File: config.mk
export PLATFORM = sky130hd
export DESIGN_NAME = afc_modbus_regs
export DESIGN_NICKNAME = d
export VERILOG_FILES = /design/src/afc_pkg.sv /design/src/afc_modbus_regs.sv
export SDC_FILE = /design/constraint.sdc
export NUM_CORES = 1
export LEC_CHECK = 0
export BUFFER_PORTS_ARGS = -buffer_cell sky130_fd_sc_hd__buf_2
export CAP_MARGIN = 20
export CORE_ASPECT_RATIO = 2
export CORE_MARGIN = 3
export CORE_UTILIZATION = 40
export CTS_CLUSTER_SIZE = 25
export DETAILED_ROUTE_END_ITERATION = 7
export SKIP_LAST_GASP = 1
export SYNTH_ARGS = -nofsm -noshare
export SYNTH_HDL_FRONTEND = slang
export SYNTH_SLANG_ARGS = --single-unit
File: constraint.sdc
create_clock -name clock -period 55.1 [get_ports clock]
set_clock_uncertainty 0.15 [all_clocks]
set_input_delay 5.51 -clock clock [delete_from_list [all_inputs] [get_ports clock]]
set_output_delay 5.51 -clock clock [all_outputs]
set_load 0.02 [all_outputs]
File: src/afc_pkg.sv
/*
  Constants of the airflow controller operation register bank: register
  addresses, codes, limits and reset values.
  Assumes a word-addressed register access port driven by the serial
  protocol engine on the same clock.
*/
// Contract
// - Bus setpoint 0..10000, resets to zero
// - Bus setpoint used only when source is bus
// - Setpoint scaled linearly between min and max
// - Flow application: setpoint means demanded flow
// - Flow plus position mode: setpoint means position
// - Pressure applications: setpoint means demanded pressure
// - Override codes 0,1,2,3,5,8; reset zero
// - Active override replaces the selected setpoint
// - Command starts adaptation/sync, self-clears when done
// - No local actuator: actuator registers read 65535
// - Relative position 0..10000, read-only
// - Absolute angle 0..9600 hundredths degree
// - Relative flow 0..15000, read-only
// - Pressure applications: flow registers read 65535
// - Flow 32-bit, low word 10, high 11
// - Sensor register reports raw unscaled reading
// - Analog setpoint view active when source analog
// - Relative pressure 0..20000 hundredths percent
// - Absolute pressure signed -1000..10000 tenths pascal
// - Pressure 32-bit signed, low 53, high 54
// - Termination register reads enable state, read-only
// - Unsupported registers read all ones
// - Signed registers use two's complement
package afc_pkg;
  localparam int ADDR_W = 16;
  localparam int DATA_W = 16;

  localparam logic [ADDR_W-1:0] ADDR_BUS_SETPOINT        = 16'h0000;
  localparam logic [ADDR_W-1:0] ADDR_OVERRIDE_SELECT     = 16'h0001;
  localparam logic [ADDR_W-1:0] ADDR_SERVICE_COMMAND     = 16'h0002;
  localparam logic [ADDR_W-1:0] ADDR_DRIVE_KIND          = 16'h0003;
  localparam logic [ADDR_W-1:0] ADDR_RELATIVE_POSITION   = 16'h0004;
  localparam logic [ADDR_W-1:0] ADDR_ABSOLUTE_ANGLE      = 16'h0005;
  localparam logic [ADDR_W-1:0] ADDR_RELATIVE_FLOW       = 16'h0006;
  localparam logic [ADDR_W-1:0] ADDR_ABSOLUTE_FLOW       = 16'h0007;
  localparam logic [ADDR_W-1:0] ADDR_SENSOR_READING      = 16'h0008;
  localparam logic [ADDR_W-1:0] ADDR_GAP_A               = 16'h0009;
  localparam logic [ADDR_W-1:0] ADDR_FLOW_UNITS_LOW      = 16'h000A;
  localparam logic [ADDR_W-1:0] ADDR_FLOW_UNITS_HIGH     = 16'h000B;
  localparam logic [ADDR_W-1:0] ADDR_ANALOG_SETPOINT     = 16'h000C;
  localparam logic [ADDR_W-1:0] ADDR_RELATIVE_DP         = 16'h0032;
  localparam logic [ADDR_W-1:0] ADDR_ABSOLUTE_DP         = 16'h0033;
  localparam logic [ADDR_W-1:0] ADDR_GAP_B               = 16'h0034;
  localparam logic [ADDR_W-1:0] ADDR_DP_UNITS_LOW        = 16'h0035;
  localparam logic [ADDR_W-1:0] ADDR_DP_UNITS_HIGH       = 16'h0036;
  localparam logic [ADDR_W-1:0] ADDR_LINE_TERMINATION    = 16'h0063;

  localparam logic [DATA_W-1:0] INACTIVE_VALUE   = 16'hFFFF;
  localparam logic [DATA_W-1:0] ZERO_WORD        = 16'h0000;
  localparam logic [DATA_W-1:0] SETPOINT_MAX     = 16'h2710;  // 10000
  localparam logic [DATA_W-1:0] REL_POS_MAX      = 16'h2710;  // 10000
  localparam logic [DATA_W-1:0] ANGLE_MAX        = 16'h2580;  // 9600
  localparam logic [DATA_W-1:0] REL_FLOW_MAX     = 16'h3A98;  // 15000
  localparam logic [DATA_W-1:0] REL_DP_MAX       = 16'h4E20;  // 20000
  localparam logic signed [DATA_W-1:0] ABS_DP_MIN = 16'shFC18; // -1000
  localparam logic signed [DATA_W-1:0] ABS_DP_MAX = 16'sh2710; // 10000
  localparam logic [31:0] FLOW_UNITS_MAX = 32'h1DCD_6500;      // 500000000
  localparam logic signed [31:0] DP_UNITS_MIN = 32'shFF67_6980; // -10000000
  localparam logic signed [31:0] DP_UNITS_MAX = 32'sh05F5_E100; // 100000000
  localparam logic [DATA_W-1:0] REG_RESET      = 16'h0000;

  localparam logic [1:0] SRC_ANALOG = 2'h0;
  localparam logic [1:0] SRC_BUS    = 2'h1;

  localparam logic [1:0] APP_FLOW         = 2'h0;
  localparam logic [1:0] APP_PRESSURE     = 2'h1;
  localparam logic [1:0] APP_ROOM_PRESS   = 2'h2;

  localparam logic MODE_POSITION = 1'b0;

  typedef enum logic [3:0] {
    OVR_NONE  = 4'h0,
    OVR_OPEN  = 4'h1,
    OVR_CLOSE = 4'h2,
    OVR_MIN   = 4'h3,
    OVR_MAX   = 4'h5,
    OVR_STOP  = 4'h8
  } afc_override_type;

  typedef enum logic [1:0] {
    CMD_NONE  = 2'h0,
    CMD_ADAPT = 2'h1,
    CMD_SYNC  = 2'h2
  } afc_command_type;

  typedef enum logic [1:0] {
    DEM_FLOW     = 2'h0,
    DEM_POSITION = 2'h1,
    DEM_PRESSURE = 2'h2
  } afc_demand_type;

  typedef enum logic [2:0] {
    ST_IDLE  = 3'b001,
    ST_START = 3'b010,
    ST_BUSY  = 3'b100
  } afc_cmd_state_type;
endpackage

File: src/afc_modbus_regs.sv
/*
  Operation register bank of the airflow controller: writable setpoint,
  override and service command, read-only measurements.
  Assumes the protocol engine issues one-cycle word reads/writes on this
  clock and keeps 32-bit pairs whole; measured values come from on-chip
  logic on the same clock.
*/
`timescale 1ns/10ps
`default_nettype none
module afc_modbus_regs
  import afc_pkg::*;
(
  input  wire logic               clock,
  input  wire logic               rst,
  input  wire logic               reg_wr,
  input  wire logic               reg_rd,
  input  wire logic [ADDR_W-1:0]  reg_addr,
  input  wire logic [DATA_W-1:0]  reg_wdata,
  output logic      [DATA_W-1:0]  reg_rdata,
  output logic                    reg_ack,
  output logic                    reg_err,
  input  wire logic [1:0]         setpoint_source,
  input  wire logic [1:0]         application_sel,
  input  wire logic               control_mode,
  input  wire logic               has_local_actuator,
  input  wire logic [DATA_W-1:0]  min_limit,
  input  wire logic [DATA_W-1:0]  max_limit,
  input  wire logic [DATA_W-1:0]  drive_kind_in,
  input  wire logic [DATA_W-1:0]  relative_position_in,
  input  wire logic [DATA_W-1:0]  absolute_angle_in,
  input  wire logic [DATA_W-1:0]  relative_flow_in,
  input  wire logic [DATA_W-1:0]  absolute_flow_in,
  input  wire logic [DATA_W-1:0]  sensor_reading_in,
  input  wire logic [31:0]        flow_units_in,
  input  wire logic [DATA_W-1:0]  analog_setpoint_in,
  input  wire logic [DATA_W-1:0]  relative_dp_in,
  input  wire logic [DATA_W-1:0]  absolute_dp_in,
  input  wire logic [31:0]        dp_units_in,
  input  wire logic               termination_enabled,
  input  wire logic               service_done,
  output logic                    start_adaptation,
  output logic                    start_sync,
  output logic                    service_busy,
  output logic      [DATA_W-1:0]  demand_value,
  output logic      [1:0]         demand_kind,
  output logic      [3:0]         override_active,
  output logic                    override_on
);

  logic [DATA_W-1:0]  bus_setpoint;
  logic [DATA_W-1:0]  override_select;
  logic [DATA_W-1:0]  service_command;
  afc_cmd_state_type  cmd_state;
  afc_cmd_state_type  next_cmd_state;
  logic [DATA_W-1:0]  selected_setpoint;
  logic [DATA_W-1:0]  span;
  logic [31:0]        scaled;
  logic               pressure_app;
  logic               flow_valid;
  logic [DATA_W-1:0]  next_rdata;
  logic               next_err;
  logic [31:0]        flow_clip;
  logic [31:0]        dp_clip;
  logic [DATA_W-1:0]  abs_dp_clip;

  assign pressure_app = (application_sel == APP_PRESSURE) ||
                        (application_sel == APP_ROOM_PRESS);
  assign flow_valid   = !pressure_app;

  // Setpoint register: out-of-range writes are clipped rather than refused
  always_ff @(posedge clock) begin
    if (rst) begin
      bus_setpoint <= REG_RESET;
    end else if (reg_wr && reg_addr == ADDR_BUS_SETPOINT) begin
      bus_setpoint <= (reg_wdata > SETPOINT_MAX) ? SETPOINT_MAX : reg_wdata;
    end
  end

  // Unused override codes are dropped so the register only holds legal values
  always_ff @(posedge clock) begin
    if (rst) begin
      override_select <= REG_RESET;
    end else if (reg_wr && reg_addr == ADDR_OVERRIDE_SELECT) begin
      case (reg_wdata)
        16'(OVR_NONE), 16'(OVR_OPEN), 16'(OVR_CLOSE),
        16'(OVR_MIN), 16'(OVR_MAX), 16'(OVR_STOP): begin
          override_select <= reg_wdata;
        end
        default: begin
          override_select <= override_select;
        end
      endcase
    end
  end

  // Command sequencer: start pulse, wait for done, then clear the register
  always_comb begin
    next_cmd_state = cmd_state;
    case (cmd_state)
      ST_IDLE: begin
        if (reg_wr && reg_addr == ADDR_SERVICE_COMMAND &&
            (reg_wdata == 16'(CMD_ADAPT) || reg_wdata == 16'(CMD_SYNC))) begin
          next_cmd_state = ST_START;
        end
      end
      ST_START: begin
        next_cmd_state = ST_BUSY;
      end
      ST_BUSY: begin
        if (service_done) begin
          next_cmd_state = ST_IDLE;
        end
      end
      default: begin
        next_cmd_state = ST_IDLE;
      end
    endcase
  end

  always_ff @(posedge clock) begin
    if (rst) begin
      cmd_state <= ST_IDLE;
    end else begin
      cmd_state <= next_cmd_state;
    end
  end

  // Writes while a function runs are ignored; the register self-clears on done
  always_ff @(posedge clock) begin
    if (rst) begin
      service_command <= REG_RESET;
    end else if (cmd_state == ST_BUSY && service_done) begin
      service_command <= REG_RESET;
    end else if (cmd_state == ST_IDLE && next_cmd_state == ST_START) begin
      service_command <= reg_wdata;
    end
  end

  always_ff @(posedge clock) begin
    if (rst) begin
      start_adaptation <= 1'b0;
      start_sync       <= 1'b0;
    end else begin
      start_adaptation <= (cmd_state == ST_START) &&
                          (service_command == 16'(CMD_ADAPT));
      start_sync       <= (cmd_state == ST_START) &&
                          (service_command == 16'(CMD_SYNC));
    end
  end

  assign service_busy = (cmd_state != ST_IDLE);

  // Setpoint path
  always_comb begin
    if (setpoint_source == SRC_BUS) begin
      selected_setpoint = bus_setpoint;
    end else begin
      selected_setpoint = analog_setpoint_in;
    end
  end

  // Guard min > max so the span never wraps negative
  assign span   = (max_limit > min_limit) ? (max_limit - min_limit) : ZERO_WORD;
  assign scaled = (32'(selected_setpoint) * 32'(span)) / 32'(SETPOINT_MAX);

  always_ff @(posedge clock) begin
    if (rst) begin
      demand_value <= REG_RESET;
      demand_kind  <= 2'(DEM_FLOW);
    end else begin
      case (override_select[$bits(afc_override_type)-1:0])
        4'(OVR_OPEN):  demand_value <= SETPOINT_MAX;
        4'(OVR_CLOSE): demand_value <= ZERO_WORD;
        4'(OVR_MIN):   demand_value <= min_limit;
        4'(OVR_MAX):   demand_value <= max_limit;
        4'(OVR_STOP):  demand_value <= demand_value;
        default:       demand_value <= min_limit + scaled[DATA_W-1:0];
      endcase
      if (pressure_app) begin
        demand_kind <= 2'(DEM_PRESSURE);
      end else if (control_mode == MODE_POSITION) begin
        demand_kind <= 2'(DEM_POSITION);
      end else begin
        demand_kind <= 2'(DEM_FLOW);
      end
    end
  end

  assign override_active = override_select[$bits(afc_override_type)-1:0];
  assign override_on     = (override_select != REG_RESET);

  // Clip measurement inputs to their documented ranges
  assign flow_clip   = (flow_units_in > FLOW_UNITS_MAX) ? FLOW_UNITS_MAX : flow_units_in;
  assign dp_clip     = ($signed(dp_units_in) > DP_UNITS_MAX) ? DP_UNITS_MAX :
                       ($signed(dp_units_in) < DP_UNITS_MIN) ? DP_UNITS_MIN :
                       dp_units_in;
  assign abs_dp_clip = ($signed(absolute_dp_in) > ABS_DP_MAX) ? ABS_DP_MAX :
                       ($signed(absolute_dp_in) < ABS_DP_MIN) ? ABS_DP_MIN :
                       absolute_dp_in;

  // Read mux; read-only addresses have no write path at all
  always_comb begin
    next_rdata = ZERO_WORD;
    next_err   = 1'b0;
    case (reg_addr)
      ADDR_BUS_SETPOINT:      next_rdata = bus_setpoint;
      ADDR_OVERRIDE_SELECT:   next_rdata = override_select;
      ADDR_SERVICE_COMMAND:   next_rdata = service_command;
      ADDR_DRIVE_KIND:        next_rdata = has_local_actuator ? drive_kind_in :
                                           INACTIVE_VALUE;
      ADDR_RELATIVE_POSITION: next_rdata = !has_local_actuator ? INACTIVE_VALUE :
                                           (relative_position_in > REL_POS_MAX) ? REL_POS_MAX :
                                           relative_position_in;
      ADDR_ABSOLUTE_ANGLE:    next_rdata = !has_local_actuator ? INACTIVE_VALUE :
                                           (absolute_angle_in > ANGLE_MAX) ? ANGLE_MAX :
                                           absolute_angle_in;
      ADDR_RELATIVE_FLOW:     next_rdata = !flow_valid ? INACTIVE_VALUE :
                                           (relative_flow_in > REL_FLOW_MAX) ? REL_FLOW_MAX :
                                           relative_flow_in;
      ADDR_ABSOLUTE_FLOW:     next_rdata = flow_valid ? absolute_flow_in :
                                           INACTIVE_VALUE;
      ADDR_SENSOR_READING:    next_rdata = sensor_reading_in;
      ADDR_GAP_A:             next_rdata = ZERO_WORD;
      ADDR_FLOW_UNITS_LOW:    next_rdata = flow_valid ? flow_clip[DATA_W-1:0] :
                                           INACTIVE_VALUE;
      ADDR_FLOW_UNITS_HIGH:   next_rdata = flow_valid ? flow_clip[2*DATA_W-1:DATA_W] :
                                           INACTIVE_VALUE;
      ADDR_ANALOG_SETPOINT:   next_rdata = (setpoint_source != SRC_ANALOG) ? INACTIVE_VALUE :
                                           (analog_setpoint_in > SETPOINT_MAX) ? SETPOINT_MAX :
                                           analog_setpoint_in;
      ADDR_RELATIVE_DP:       next_rdata = (relative_dp_in > REL_DP_MAX) ? REL_DP_MAX :
                                           relative_dp_in;
      ADDR_ABSOLUTE_DP:       next_rdata = abs_dp_clip;
      ADDR_GAP_B:             next_rdata = ZERO_WORD;
      ADDR_DP_UNITS_LOW:      next_rdata = dp_clip[DATA_W-1:0];
      ADDR_DP_UNITS_HIGH:     next_rdata = dp_clip[2*DATA_W-1:DATA_W];
      ADDR_LINE_TERMINATION:  next_rdata = DATA_W'(termination_enabled);
      default: begin
        next_rdata = INACTIVE_VALUE;
        next_err   = 1'b1;
      end
    endcase
  end

  always_ff @(posedge clock) begin
    if (rst) begin
      reg_rdata <= ZERO_WORD;
      reg_ack   <= 1'b0;
      reg_err   <= 1'b0;
    end else begin
      reg_ack <= reg_rd || reg_wr;
      reg_err <= (reg_rd || reg_wr) && next_err;
      if (reg_rd) begin
        reg_rdata <= next_rdata;
      end
    end
  end

endmodule
`default_nettype wire

==> results of run 1 <==
[registers in the layout (all words and copies together), names as in the netlist]
register and cells:
bus_setpoint 16, demand_value 16, override_select 16, reg_rdata 16, service_command 16, cmd_state 3
demand_kind 2, reg_ack 1, reg_err 1, start_adaptation 1, start_sync 1
[through the flow]
stage	std cells	hold WS (ns)	worst slack, ns	area (um^2)	utilization [%]
floorplan	3198	0.293	23.23	24000	-
global placement	4211	0.316	18.93	26500	44.6
detailed placement	4212	0.320	18.77	26500	44.6
CTS	4228	0.330	19.00	26800	45.1
global route	4255	0.350	16.54	26900	45.4
finish	4273	0.327	18.74	27000	45.5
[routing by layer]
metal	up-vias	track usage (%)	routed length, um
met3	626	18.6	12000
met2	1397	65.3	61100
met4	24	41.0	15800
met5	-	0	163
li1	12148	-	-
met1	13053	32.3	36000
[cell type report]
cell class | instances | area (um^2)
Fill cell | 6314 | 32300
Multi-Input combinational cell | 2699 | 20700
Timing Repair Buffer | 390 | 2120
Sequential cell | 89 | 1780
Inverter | 281 | 1050
Tap cell | 768 | 961
Clock buffer | 9 | 225
Antenna cell | 30 | 75.1
Clock inverter | 7 | 72.6
[cell families (layout without fill, tap and decap cells)]
kind of cell | count (synthesis) | after routing | share of synthesized area, %
other | 0 | 30 | 0
adders and majority gates | 343 | 343 | 23.9
muxes | 76 | 76 | 3.36
xor gates and xnor gates | 167 | 167 | 6.33
buffers and inverters | 410 | 687 | 6.77
AOI/OAI and AO/OA | 921 | 921 | 28.4
DFF | 89 | 89 | 7.41
and+or+nand+nor | 1192 | 1192 | 23.8
[layout by cell type (no fill, tap or decap), types with 47 or more instances in the layout]
cell | synthesis | final
nand4_1 | 57 | 57
dfxtp_1 | 89 | 89
mux2i_1 | 49 | 48
fa_1 | 196 | 196
xor2_1 | 53 | 52
inv_1 | 276 | 276
buf_2 | 27 | 330
ha_1 | 137 | 137
and2_1 | 57 | 57
nand2_1 | 327 | 327
nand3_1 | 83 | 83
xnor2_1 | 106 | 106
nor4_1 | 48 | 47
a21o_1 | 52 | 52
o21ai_0 | 159 | 157
a21oi_1 | 190 | 189
nor3_1 | 94 | 90
buf_4 | 10 | 50
nor2_1 | 350 | 348
[critical path, delay by kind of cell]
kind,cells,cell delay (ns)
AO/OA/AOI/OAI,61,15.48
XOR/XNOR,8,3.03
adder cells (fa/ha/maj),10,4.43
buffers and inverters,7,0.83
multiplexers,5,2.04
AND/OR/NAND/NOR,22,5.06
[cell usage after synthesis (all sizes together) (58+ instances only)]
master,instances,area share [%]
nor2,351,5.5
nand4,58,1.6
fa,196,16
xnor2,111,4.2
ha,137,7.1
a21oi,202,4.5
nand3,85,1.8
nand2,327,5.1
o21ai,186,4.0
clkbuf,84,1.3
nor3,98,2.1
dfxtp,89,7.4
inv,281,4.4
and2,60,1.6
[how the worst min path moves through the flow]
stage                                    start                              end  slack [ns]  cells after the start
6_report             reg_rdata[3]$_SDFFE_PP0P_        reg_rdata[3]$_SDFFE_PP0P_        0.33                      2
5_1_grt              reg_rdata[7]$_SDFFE_PP0P_        reg_rdata[7]$_SDFFE_PP0P_        0.35                      2
4_1_cts              reg_rdata[3]$_SDFFE_PP0P_        reg_rdata[3]$_SDFFE_PP0P_        0.33                      2
3_5_place_dp         reg_rdata[3]$_SDFFE_PP0P_        reg_rdata[3]$_SDFFE_PP0P_        0.32                      2
3_3_place_gp        reg_rdata[10]$_SDFFE_PP0P_       reg_rdata[10]$_SDFFE_PP0P_        0.32                      2
2_1_floorplan  override_select[8]$_SDFFE_PP0P_  override_select[8]$_SDFFE_PP0P_        0.29                      1
==> metrics, run 1 <==
Worst setup endpoint demand_value[15]$_SDFFE_PP0P_; worst r2r dst demand_value[15]$_SDFFE_PP0P_; min cycle time layout 36.36 ns; CTS sink count 89; Rel. slew slack -7.77%; worst hold path type register to register; starting density of the core 40.6%; CP arrival 36.51 ns; Synth Net Count 3,815; Rows 126; layout net count 4,087; violated checks max-slew violations; GP Congestion 1.06; CTS Hold Bufs 0; CP startpoint min_limit[1]; Reg2Reg Setup Slack 25.98 ns; H-tree depth 3; Synth Instances 3,198; Worst path slowest cell xor2_1; core area 59,300 um^2; TritonRoute pass-1 iters 7; top_reg_cell synth dfxtp_1; Mapped Area 24,000 um^2; pin slew with the least headroom to its limit 1.62 ns; DRT iter0 DRCs 2,155; max-slew violations 1; Final ANT Viol Nets 0; Via density 6.38; Max Cap Viol 0; Max Buffers Root-to-Sink 2; Max Clock Freq 27.5 MHz; worst skew pair latency 0.37 ns; initial antenna violation count 42; GRT overflow 0; EDFF count, synth 0; Req. time, crit path 55.25 ns; status finished with violations; # IOs 328; WL per Instance 29.3 um; CTS tree done; Yosys reg bits 89; Startpoint Class input port; final hold vios 0; GRT Util Overall 39.5%; Die Wd 179 um; mean area per synthesized cell 7.52 um^2; setup TNS 0 ns; Post-CTS Setup Bufs 0; worst r2r src bus_setpoint[10]$_SDFFE_PP0P_; number of global-route vias before repair 27,605; CP Capture Type register; post-CTS sizing 0; CTS buffer count 9; post-synth cell types 134; Die H 353 um; die area 63,300 um^2; crit path max fanout 14; crit-path max cell delay 0.84 ns; sequential-to-total area share from yosys stat 7.41%; Final setup viols 0; CTS root buf clkbuf_16; layout cells sized above 1 16.0%; Async SR Flop Fraction 0%; post-DP HPWL 101,000 um; Vias 27,248; first-pass GRT wire length 182,000 um; IO buf count 327; Setup CP Type input port to register; largest net degree at the start of global routing 42; WL final 125,000 um; RSZ-0062 raised after global routing no; drt drc 0; YS warnings 0; area added between synthesis and finish 12.2%; most used cell, CP a21o_1; clock slew at reported path FFs 0.07 ns; crit share post-route 66.0%; Worst R2R Path Depth 97
Power of run 1 is not shown: default switching activity piles up to over one toggle a cycle in this logic, so the estimate is an artifact.
==> run 2, diff against run 1 <==
clock period = 29.4 ns   (was 55.1 ns; I/O delays follow)
==> metrics, run 2 (same netlist as run 1, synthesis figures left out) <==
GR Util met1 34.3% (+2.0 points); Req. time, crit path 29.55 ns (-25.70 ns); Vias 30,491 (+12%); Setup CP Type input port to register; number of global-route vias before repair 30,793 (+12%); DRT iter0 DRCs 2,533 (+18%); layout net count 4,810 (+18%); # IOs 328 (unchanged); post-DP HPWL 108,000 um (+7.0%); setup TNS 0 ns (unchanged); Most Crowded Layer GR met2; DP Worst Slack -0.870 ns (-19.64 ns); CTS Hold Bufs 0 (unchanged); CTS buffer count 9 (unchanged); Rel. slew slack 15.8% (+24 points); Setup WS post-layout 0.982 ns (-17.76 ns); final hold vios 0 (unchanged); met2 usage 69.6% (+4.2 points); layout cells sized above 1 34.7% (+19 points); GRT met3 Usage 21.5% (+2.9 points); Startpoint Class input port; multi-input logic area 21,900 um^2 (+5.9%); hold worst-path end reg_rdata[4]$_SDFFE_PP0P_; H-tree depth 3 (unchanged); crit-path max cell delay 0.57 ns (-0.27 ns); Reg2Reg Setup Slack 5.01 ns (-20.97 ns); drt drc 18 (+18); GRT overflow 0 (unchanged); Die Wd 179 um (unchanged); Rows 126 (unchanged); most frequent cells in the layout buf_4 (758), nor2_1 (338), buf_2 (328); GP Congestion 1.11 (+5.3%); Final setup viols 0 (unchanged); Max Clock Freq 35.2 MHz; WL final 135,000 um (+7.9%); initial antenna violation count 46 (+9.5%); min cycle time layout 28.42 ns; WL per Instance 26.9 um (-7.9%); starting density of the core 40.6% (unchanged); Via density 6.09 (-4.5%); largest net degree at the start of global routing 57 (+36%); worst r2r dst demand_value[15]$_SDFFE_PP0P_; Max Buffers Root-to-Sink 2 (unchanged); TritonRoute pass-1 iters 8 (+1); Die H 353 um (unchanged); status finished with violations; hold slack 0.329 ns (+0.00226 ns); GRT Util Overall 42.6% (+3.2 points); pin slew with the least headroom to its limit 1.26 ns (-0.353 ns); crit share post-route 96.7%; Max Cap Viol 0 (unchanged); Final ANT Viol Nets 0 (unchanged); core area 59,300 um^2 (unchanged); worst r2r src bus_setpoint[11]$_SDFFE_PP0P_; die area 63,300 um^2 (unchanged); placed cells 4,882 (+16%); most used cell, CP a21o_1; worst hold path type register to register; Worst path slowest cell a2111oi_4; Hold Path Cell Cnt 2 (unchanged); CTS sink count 89 (unchanged); fillers 5,802 (-8.1%); first-pass GRT wire length 195,000 um (+7.5%); CTS root buf clkbuf_16; Sequential Area 1780 um^2 (unchanged); area added between synthesis and finish 40.6%; Worst R2R Path Depth 102 (+5.2%); violated checks design-rule violations; Hold Crit Start reg_rdata[4]$_SDFFE_PP0P_; max-slew violations 0 (-1); crit path max fanout 7 (-7); CP arrival 28.57 ns (-7.94 ns); CP Capture Type register; Layout Cells excl Fill 5,006 (+17%); CTS tree done; worst skew pair latency 0.37 ns (about the same); commonest non-fill, non-tap cell in the layout buf_4; IO buf count 327 (unchanged); clock slew at reported path FFs 0.09 ns (+0.02 ns)
-- run 2: cell types whose count changed in the layout (fill, tap and decap cells not counted), moves of 10 or more --
cell,previous run,this run
a21oi_1,189,166
a21oi_2,9,26
buf_4,50,758
buf_6,2,13
diode_2,30,40
ha_1,137,125
ha_4,0,11
nor2_1,348,338
o21ai_0,157,146
xnor2_1,106,96
-- run 2: cell type report --
cell class                      count  area share, %
Antenna cell                       40          0.296
Clock buffer                        9          0.666
Inverter                          281           3.12
Clock inverter                      7          0.218
Timing Repair Buffer             1113           22.8
Tap cell                          768           2.84
Sequential cell                    89           5.27
Multi-Input combinational cell   2699           64.8
-- run 2: timing repair --
action,4_1_cts,5_1_grt
pin swaps,8,154
endpoints found under the setup margin,6,14
gates cloned,0,0
setup buffers,7,48
gates resized for setup,32,221
-- run 2: critical path: cells and delay by family --
kind / cells / cell delay [ns]
xor gates and xnor gates: 8 / 1.33
muxes: 4 / 1.25
and+or+nand+nor: 17 / 2.96
buffers and inverters: 13 / 1.72
adders and majority gates: 11 / 4.27
AOI/OAI and AO/OA: 65 / 14.06
-- run 2: worst max-delay path by stage --
stage	slack (ns)	depth (start not counted)	to	from
global route	-0.11	123	demand_value[15]$_SDFFE_PP0P_	max_limit[0]
detailed placement	-0.87	121	demand_value[15]$_SDFFE_PP0P_	min_limit[1]
global placement	-0.49	116	demand_value[12]$_SDFFE_PP0P_	min_limit[1]
CTS	0.01	121	demand_value[12]$_SDFFE_PP0P_	min_limit[1]
finish	0.98	118	demand_value[15]$_SDFFE_PP0P_	min_limit[1]
floorplan	0.1	117	demand_value[15]$_SDFFE_PP0P_	min_limit[1]
-- run 2: routing by layer --
metal	part of all wire, %	routed length, um
met1	29	38500
met2	48	65000
met4	14	18900
met3	9.2	12400
met5	0.067	91
-- run 2: stage by stage --
stage / util [%] / cell area, um^2
after floorplan: - / 24000
after global placement: 53.2 / 31600
after detailed placement: 53.2 / 31600
after CTS: 54.1 / 32100
after global routing: 56.9 / 33700
final: 57.0 / 33800
Power of run 2 is left out for the same reason.
